### src/core/charge_status_pkg.sv
// constants for the charger status lamps and pulse-count reporter
package charge_status_pkg;
    // charger states fed in by the charge control
    typedef enum logic [3:0] {
        ST_DISABLED = 4'h0,
        ST_NO_BATT = 4'h1,
        ST_PRECOND = 4'h2,
        ST_CC = 4'h3,
        ST_CC_TLOOP = 4'h4,
        ST_CV = 4'h5,
        ST_DONE = 4'h6,
        ST_FAULT = 4'h7
    } chg_state_e;
    // fault causes, one-hot priority order from bit 0
    localparam int FLT_CHIP_OT = 0;
    localparam int FLT_BATT_OT = 1;
    localparam int FLT_OVP = 2;
    localparam int FLT_WD_PRE = 3;
    localparam int FLT_WD_CC = 4;
    localparam int FLT_WD_CV = 5;
    localparam int FLT_W = 6;
    // reply pulse counts
    localparam logic [4:0] CNT_CHIP_OT = 5'h01;
    localparam logic [4:0] CNT_BATT_OT = 5'h02;
    localparam logic [4:0] CNT_OVP = 5'h03;
    localparam logic [4:0] CNT_WD_PRE = 5'h05;
    localparam logic [4:0] CNT_PRECOND = 5'h06;
    localparam logic [4:0] CNT_WD_CC = 5'h07;
    localparam logic [4:0] CNT_CC_TLOOP = 5'h08;
    localparam logic [4:0] CNT_CC = 5'h09;
    localparam logic [4:0] CNT_WD_CV = 5'h0A;
    localparam logic [4:0] CNT_CV = 5'h0B;
    localparam logic [4:0] CNT_DONE = 5'h0C;
    localparam logic [4:0] CNT_ERROR = 5'h17;
    // timing
    localparam int CLK_PERIOD_NS = 10;
    localparam int REQ_MIN_NS = 200;
    localparam int REQ_MIN_CYC = (REQ_MIN_NS + CLK_PERIOD_NS - 1) / CLK_PERIOD_NS;
    localparam int REPORT_DELAY_CYC = 100;
    localparam int PULSE_LOW_CYC = 50;
    localparam int PULSE_PERIOD_CYC = 100;
    localparam int FLASH_HALF_CYC = 4000;
    localparam int TMR_W = 24;
endpackage : charge_status_pkg

### src/core/charge_status_reporter.sv
// charger status lamps and single-wire pulse-count reporter
`timescale 1ns/1ps
`default_nettype none

// Operation
// - lamp outputs pull low or float
// - disabled or unknown state: both lamps off
// - no battery: both lamps flash
// - charging A, done B, fault both
// - status line active low, open drain
// - after request rise, delay then reply
// - reply pulses at fixed period
// - one request gives one burst
// - counts 1,2,3 for faults; 4 unused
// - watchdog counts 5, 7, 10
// - counts 6,8,9,11,12 for charge modes
// - over-voltage: fault lamps and count 3
// - battery hot: charging off, count 2
module charge_status_reporter
    import charge_status_pkg::*;
#(
    parameter int REPORT_DELAY = REPORT_DELAY_CYC,
    parameter int PULSE_LOW = PULSE_LOW_CYC,
    parameter int PULSE_PERIOD = PULSE_PERIOD_CYC,
    parameter int FLASH_HALF = FLASH_HALF_CYC
) (
    // clock and reset
    input wire logic clk_sys,
    input wire logic resetn,
    // charger condition
    input wire logic [3:0] chg_state,
    input wire logic [FLT_W-1:0] fault_cause,
    output logic charge_off,
    // lamps, open drain: oe_n low pulls the cathode low
    output logic lamp_out_a_oe_n,
    output logic lamp_out_b_oe_n,
    // status line, open drain
    input wire logic status_in,
    output logic status_out,
    output logic status_oe_n
);
    typedef enum logic [1:0] {
        R_IDLE = 2'b00,
        R_REQ = 2'b01,
        R_WAIT = 2'b10,
        R_BURST = 2'b11
    } rep_state_e;

    rep_state_e state_reg, state_next;
    logic [TMR_W-1:0] tmr_reg, tmr_next;
    logic [4:0] left_reg, left_next;
    logic [TMR_W-1:0] flash_reg;
    logic flash_ph_reg;
    logic lamp_a_n_reg, lamp_b_n_reg, drive_n_reg, off_reg;
    logic line_d_reg;

    wire line_low = !line_d_reg;
    wire req_rise = (state_reg == R_REQ) && !line_low;
    wire req_ok = tmr_reg >= TMR_W'(REQ_MIN_CYC);

    // fault priority follows the report table order
    wire [4:0] fault_cnt = fault_cause[FLT_CHIP_OT] ? CNT_CHIP_OT :
                           fault_cause[FLT_BATT_OT] ? CNT_BATT_OT :
                           fault_cause[FLT_OVP] ? CNT_OVP :
                           fault_cause[FLT_WD_PRE] ? CNT_WD_PRE :
                           fault_cause[FLT_WD_CC] ? CNT_WD_CC :
                           fault_cause[FLT_WD_CV] ? CNT_WD_CV : CNT_ERROR;
    logic [4:0] report_cnt;
    always_comb begin
        case (chg_state)
            ST_FAULT: report_cnt = fault_cnt;
            ST_PRECOND: report_cnt = CNT_PRECOND;
            ST_CC: report_cnt = CNT_CC;
            ST_CC_TLOOP: report_cnt = CNT_CC_TLOOP;
            ST_CV: report_cnt = CNT_CV;
            ST_DONE: report_cnt = CNT_DONE;
            default: report_cnt = CNT_ERROR;
        endcase
    end

    // lamp decode
    wire charging = (chg_state == ST_PRECOND) || (chg_state == ST_CC) ||
                    (chg_state == ST_CC_TLOOP) || (chg_state == ST_CV);
    wire is_fault = (chg_state == ST_FAULT);
    wire no_batt = (chg_state == ST_NO_BATT);
    wire lamp_a_next = charging || is_fault || (no_batt && flash_ph_reg);
    wire lamp_b_next = (chg_state == ST_DONE) || is_fault || (no_batt && flash_ph_reg);
    wire hot = fault_cause[FLT_BATT_OT];
    wire flash_wrap = flash_reg >= TMR_W'(FLASH_HALF - 1);

    always_comb begin
        state_next = state_reg;
        tmr_next = tmr_reg + TMR_W'(1);
        left_next = left_reg;
        case (state_reg)
            R_IDLE: begin
                tmr_next = '0;
                if (line_low) state_next = R_REQ;
            end
            R_REQ: begin
                if (req_rise) begin
                    tmr_next = '0;
                    state_next = req_ok ? R_WAIT : R_IDLE;
                end
            end
            R_WAIT: begin
                if (tmr_reg >= TMR_W'(REPORT_DELAY - 1)) begin
                    tmr_next = '0;
                    left_next = report_cnt;
                    state_next = R_BURST;
                end
            end
            R_BURST: begin
                if (tmr_reg >= TMR_W'(PULSE_PERIOD - 1)) begin
                    tmr_next = '0;
                    left_next = left_reg - 5'h01;
                    if (left_reg == 5'h01) state_next = R_IDLE;
                end
            end
            default: state_next = R_IDLE;
        endcase
    end

    // drive low during the first part of each period of the burst
    wire drive_next = (state_next == R_BURST) && (tmr_next < TMR_W'(PULSE_LOW));

    always_ff @(posedge clk_sys or negedge resetn) begin
        if (!resetn) begin
            state_reg <= R_IDLE;
            tmr_reg <= '0;
            left_reg <= '0;
            line_d_reg <= 1'b1;
        end else begin
            state_reg <= state_next;
            tmr_reg <= tmr_next;
            left_reg <= left_next;
            line_d_reg <= status_in | !drive_n_reg;   // ignore our own pulses
        end
    end

    always_ff @(posedge clk_sys or negedge resetn) begin
        if (!resetn) begin
            flash_reg <= '0;
            flash_ph_reg <= 1'b0;
            lamp_a_n_reg <= 1'b1;
            lamp_b_n_reg <= 1'b1;
            drive_n_reg <= 1'b1;
            off_reg <= 1'b1;
        end else begin
            flash_reg <= flash_wrap ? '0 : flash_reg + TMR_W'(1);
            flash_ph_reg <= flash_wrap ? !flash_ph_reg : flash_ph_reg;
            lamp_a_n_reg <= !lamp_a_next;
            lamp_b_n_reg <= !lamp_b_next;
            drive_n_reg <= !drive_next;
            off_reg <= !charging || hot;
        end
    end

    // enables kept inverted in the flops so the pins come straight off them
    assign lamp_out_a_oe_n = lamp_a_n_reg;
    assign lamp_out_b_oe_n = lamp_b_n_reg;
    assign status_out = 1'b0;
    assign status_oe_n = drive_n_reg;
    assign charge_off = off_reg;

    // run lengths of the line drive, so parameter-set widths can be checked
    logic [TMR_W-1:0] low_run_reg, high_run_reg;
    always_ff @(posedge clk_sys or negedge resetn) begin
        if (!resetn) begin
            low_run_reg <= '0;
            high_run_reg <= '0;
        end else begin
            low_run_reg <= status_oe_n ? '0 : low_run_reg + TMR_W'(1);
            high_run_reg <= status_oe_n ? high_run_reg + TMR_W'(1) : '0;
        end
    end
endmodule : charge_status_reporter

`default_nettype wire

### config.mk
export PLATFORM = sky130hd
export DESIGN_NAME = charge_status_reporter
export DESIGN_NICKNAME = d
export VERILOG_FILES = /design/src/core/charge_status_pkg.sv /design/src/core/charge_status_reporter.sv
export SDC_FILE = /design/constraint.sdc
export NUM_CORES = 1
export LEC_CHECK = 0
export BUFFER_PORTS_ARGS = -buffer_cell sky130_fd_sc_hd__buf_4
export CAP_MARGIN = 30
export CELL_PAD_IN_SITES_DETAIL_PLACEMENT = 1
export CELL_PAD_IN_SITES_GLOBAL_PLACEMENT = 1
export CORE_MARGIN = 3
export CORE_UTILIZATION = 53
export CTS_BUF_LIST = sky130_fd_sc_hd__clkbuf_8
export DETAILED_ROUTE_END_ITERATION = 12
export GPL_TIMING_DRIVEN = 0
export PLACE_DENSITY_LB_ADDON = 0.1
export SLEW_MARGIN = 10
export SYNTH_ARGS = -nofsm -noshare
export SYNTH_HDL_FRONTEND = slang
export SYNTH_SLANG_ARGS = --single-unit
### constraint.sdc
create_clock -name clk_sys -period 3.5 [get_ports clk_sys]
set_input_delay 0 -clock clk_sys [delete_from_list [all_inputs] [get_ports clk_sys]]
set_output_delay 0 -clock clk_sys [all_outputs]
set_load 0.03 [all_outputs]
Word-level counts from Yosys, hierarchy flattened. Index checks and enable logic that the tools add are counted.

Output and inout port bits: 5. Word-level logic and storage cells: 74. Input bits: 13. Flip-flop bits (word level): 61.

Add/subtract/negate cells: 3. Reductions and logical operators: 21. Order comparisons: 4. Muxes and demuxes: 21. Bitwise logic cells: 1. Equal/unequal tests: 14.

Operators with widths (number): $mux W24 (3); $pmux W24 S3 (1); $add A24 B1 Y24 const B (2); $mux W5 (8); $pmux W5 S6 (1); $ge A24 B12 Y1 const B (1); $ge A24 B5 Y1 const B (1); $ge A24 B7 Y1 const B (1); $lt A24 B6 Y1 const B (1); $eq A4 B3 Y1 const B (4); $mux W2 (6); $pmux W5 S2 (1); $eq A4 B2 Y1 const B (2); $logic_or A1 B1 Y1 (8); $pmux W2 S4 (1); $eq A2 B2 Y1 const B (3); $logic_not A1 Y1 (6); $eq A5 B1 Y1 const B (1); $sub A5 B1 Y5 const B (1); $eq A4 B1 Y1 const B (1); $ne A2 B2 Y1 const B (2); $logic_and A1 B1 Y1 (3); $reduce_and A3 Y1 (1); $eq A2 B1 Y1 const B (1); 4 further kinds (4).

Depth between registers and ports, before layout.
Depth in word-level cells: 9. Mapped depth: 8.

Least setup slack after synthesis. No wires, ideal clock.

Kind: register -> register. Start: register tmr_reg[0]. End: register tmr_reg[18]. Buffers on the path: 1. Cell stages (with the launch flop): 8. Period minus slack after synthesis: 1.869 ns. Data arrival time: 1.790 ns. Path slack: 1.631 ns. Cell sequence: dfrtp_1 > ha_1 > and2_1 > buf_2 > nand4_4 > or2_1 > or3_1 > a21oi_1.

Cells in the longest elaborated chain, start to end: 3. Elaborated cells between the ends (all ways): 5.

RTL lines: start: declaration (line charge_status_reporter.sv:50) `logic [TMR_W-1:0] tmr_reg, tmr_next;`; start signal: assignment (line charge_status_reporter.sv:135) `tmr_reg <= tmr_next;`; $add A24 B1 Y24 or $ge A24 B7 Y1 (tied branches) (line charge_status_reporter.sv:93, charge_status_reporter.sv:107, charge_status_reporter.sv:114); $mux W24, on equally long branches (line charge_status_reporter.sv:107, charge_status_reporter.sv:114, charge_status_reporter.sv:101); $pmux W24 S3 * (line charge_status_reporter.sv:95) `case (state_reg)`; named net tmr_next[18] (line charge_status_reporter.sv:50).

The timed path passes the listed nets; every way through them passes the cells marked *. A chain may end at the register's enable or synchronous reset.

Worst setup path after layout.
Start: register tmr_reg[0]. End: register tmr_reg[22].

Same word-level chain as after synthesis.

==> summary.txt <==
Run status
  – Outcome: finished with violations
  – Failing checks: negative hold slack

Global routing
  – GR Overflow Total: 0
  – Global Route Usage Sum: between 20% and 30%
  – Vias in the first global route: 2802
  – First-pass GRT wire length: between 10000 and 15000 um
  – Number of antenna violations at the first check in global routing: 0
  – Largest net degree at the start of global routing: between 60 and 70

Power
  – Maximum vdd drop: 0.267 mV
  – Net Sw Frac: approximately a quarter
  – Clock power frac: 44.5%
  – NetSw: ~370 uW
  – Cell Int Power: 1080 uW
  – Pwr Density: 396 mW/mm2
  – Leak pwr: 0.00154 uW
  – Gate power share: 5.4%
  – Sequential Power Share: 50.1%

Clock network
  – Post-CTS setup buffer count: 0
  – TritonCTS Buffers: 9
  – Clk Tree Root Cell: clkbuf_8
  – Clk buf depth: 2
  – CTS sink cnt: 61
  – Clock H-tree levels: 3
  – CTS tree: yes
  – Clock-pin slew on the worst setup and hold paths: 80 ps
  – Clock Latency Late Sink: 350 ps
  – Post-CTS sizing: 0

Layout
  – Finished Core Util: 64.7%
  – Share of layout cells above drive strength 1: 17.9%
  – Layout area overhead: 15.1%
  – Fin nets: 388
  – Antenna diodes: 0

Synth
  – Post-synth ARST share: 100%
  – Most numerous cell in the Yosys netlist: nor2_1
  – Most used DFF post-synth: dfrtp_1
  – Cells after Synth: around 330
  – Distinct cells, synth: 56
  – Most frequent cells after synthesis: nor2_1 (58), dfrtp_1 (56), nand2_1 (29)
  – Syn Std Cell Area: roughly 0.0032 mm2
  – Most area-hungry cell type in the Yosys netlist: dfrtp_1
  – Seq/Total Area, Yosys: 48.3%
  – Area contributors post-synth: dfrtp_1 (44%), nor2_1 (6.9%), xnor2_1 (4.4%), xor2_1 (4.4%), dfstp_2 (4.1%)
  – Count of flip-flops with a built-in enable after synthesis: 0
  – Ys Warns: 0
  – Share of the synthesized area in the top cell type: 44.2%
  – Seq cells post-synth: 61
  – Syn_area_per_cell: 9.64 um2

Timing
  – Final hold slack: -2.52 ps
  – Setup Skew: 12.3 ps
  – Max-slew headroom: 49.3%
  – Final worst-path cycle share: 69.0%
  – Final WS setup: 1080 ps
  – TNS Setup: 0 ps
  – Min Tclk post-route: 2420 ps
  – Worst-Margin Slew: 760 ps
  – RSZ-0062 raised after global routing: false
  – Final hold viol count: 1
  – Peak Freq: just over 400 MHz
  – Setup violations, final: 0
  – Final-report max-slew violation count: 0

Run
  – Max-Cap Viols: 0

Worst setup path
  – Critical path data arrival time: 2640 ps
  – Cell family with most CP delay: compound AO/OA/AOI/OAI gates
  – Buffers & Inverters on Critical Path: 1
  – Crit. End Element: flop
  – Critical Path Start Type: flop
  – Crit-path max FO: 10
  – Crit path cell chain: ha_1 -> nor4_2 -> nor3_2 -> nor3_4 -> a21oi_1 -> buf_2 -> nor2_1
  – CP Class: reg2reg
  – CP max stage cell: a21oi_1
  – Crit-path max cell delay: 620 ps
  – Req. time, crit path: 3720 ps

Die
  – Core ar.: 0.00564 mm2
  – Die Area: around 0.0069 mm2
  – I/O pins: 18
  – Chip height: 83.4 um
  – Row cnt: 27
  – Initial Utilization: a little under three fifths
  – Chip width: 83.4 um

Placed design
  – Pre-CTS setup slack: 1130 ps
  – RePlAce Congestion: 0.835
  – Port-buffer cells: 14
  – DP HPWL: ~5300 um

Route
  – Pre-antenna DRT Iters: 4
  – DRT iter0 DRCs: 103
  – Max layer used: met4
  – WL/cell: approximately 19 um
  – Final WL: 8340 um
  – M1 WL: 3490 um
  – Wire length on met2: 4340 um
  – DRT antenna net count: 0
  – Routed met3 length: roughly 240 um
  – Residual DRC: 0
  – Vias after detailed routing: 2583
  – Via/cell ratio: 5.78

Min path
  – Hold Path Class: in2reg
-- per-stage QoR --
stage	area, um2	cells	power (uW)	hold WS, ps
detailed placement	3410	427	810	122
CTS	3650	447	1450	5.96
global route	3650	447	1500	9.71
global placement	3410	427	807	120
floorplan	3220	341	770	-296
finish	3650	447	1450	-2.52
-- final cells by class --
cell class | instances | area (um2)
fill | 660 | 1990
inverter | 11 | 41.3
timing repair buffer | 18 | 145
clock buffer | 9 | 124
buffer | 17 | 92.6
sequential | 61 | 1530
tap | 72 | 90.1
multi-input combinational | 252 | 1550
clock inverter | 7 | 73.8
-- per-layer routing --
layer / vias to the layer above / track usage (%)
li1: 1207 / -
met1: 1300 / 30.9
met2: 49 / 44.1
met3: 27 / 4.27
met4: 0 / 12.2
met5: - / 0
-- cell families after synthesis --
logic type      after synthesis  share of synthesized area [%]
flops                        61                           48.3
buf+inv                      28                           4.22
fa+ha+maj                     5                           1.97
compound gates               46                           10.5
simple gates                155                           25.7
mux                           1                          0.355
other cells                   1                          0.118
xor+xnor                     32                           8.84
-- worst paths after layout --
path                                    from               to  slack (ps)  depth (start not counted)
worst max-delay path              tmr_reg[0]      tmr_reg[22]        1080                          7
max in group asynchronous             resetn      tmr_reg[12]        2710                          2
min in group asynchronous             resetn     flash_reg[8]         290                          2
worst min register to register   status_oe_n       line_d_reg         460                          1
worst min-delay path            chg_state[0]  lamp_out_b_oe_n          -3                          3
worst max register to register    tmr_reg[0]      tmr_reg[22]        1080                          7
-- worst register-to-register path, stage by stage (launching register included) --
cell and delay, ps:
dfrtp_1 440, ha_1 340, nor4_2 70, nor3_2 220
nor3_4 100, a21oi_1 620, buf_2 390, nor2_1 110
-- power groups by stage --
stage	clock network, uW	registers, uW	logic (uW)
detailed placement	0	737	72.6
floorplan	0	739	30.7
global placement	0	736	70.5
global route	684	725	87.2
CTS	648	724	78.2
finish	644	724	78.6
-- timing repair --
action                                  CTS  global route
hold buffers                              4             0
hold endpoints to repair                 60             0
endpoints found under the setup margin    0             0
-- placed cells by master, fill, tap and decap left out, types with 3 or more instances in the layout --
cell type / n
a221oi_2: 3
ha_1: 5
inv_1: 10
clkbuf_8: 9
nand4_1: 8
or3_1: 5
and2_1: 3
dlygate4sd3_1: 4
a21oi_1: 10
dfstp_2: 5
buf_4: 16
xnor2_1: 16
conb_1: 13
dfrtp_1: 56
nand2_1: 29
nor2_1: 58
and4_1: 3
nor2b_1: 5
o21ai_0: 10
nor4_1: 7
xor2_1: 16
and3_1: 3
nand3_1: 13
o311ai_0: 4
buf_2: 11
nor3_1: 4
Note: power is estimated with default switching activity, not from simulation.
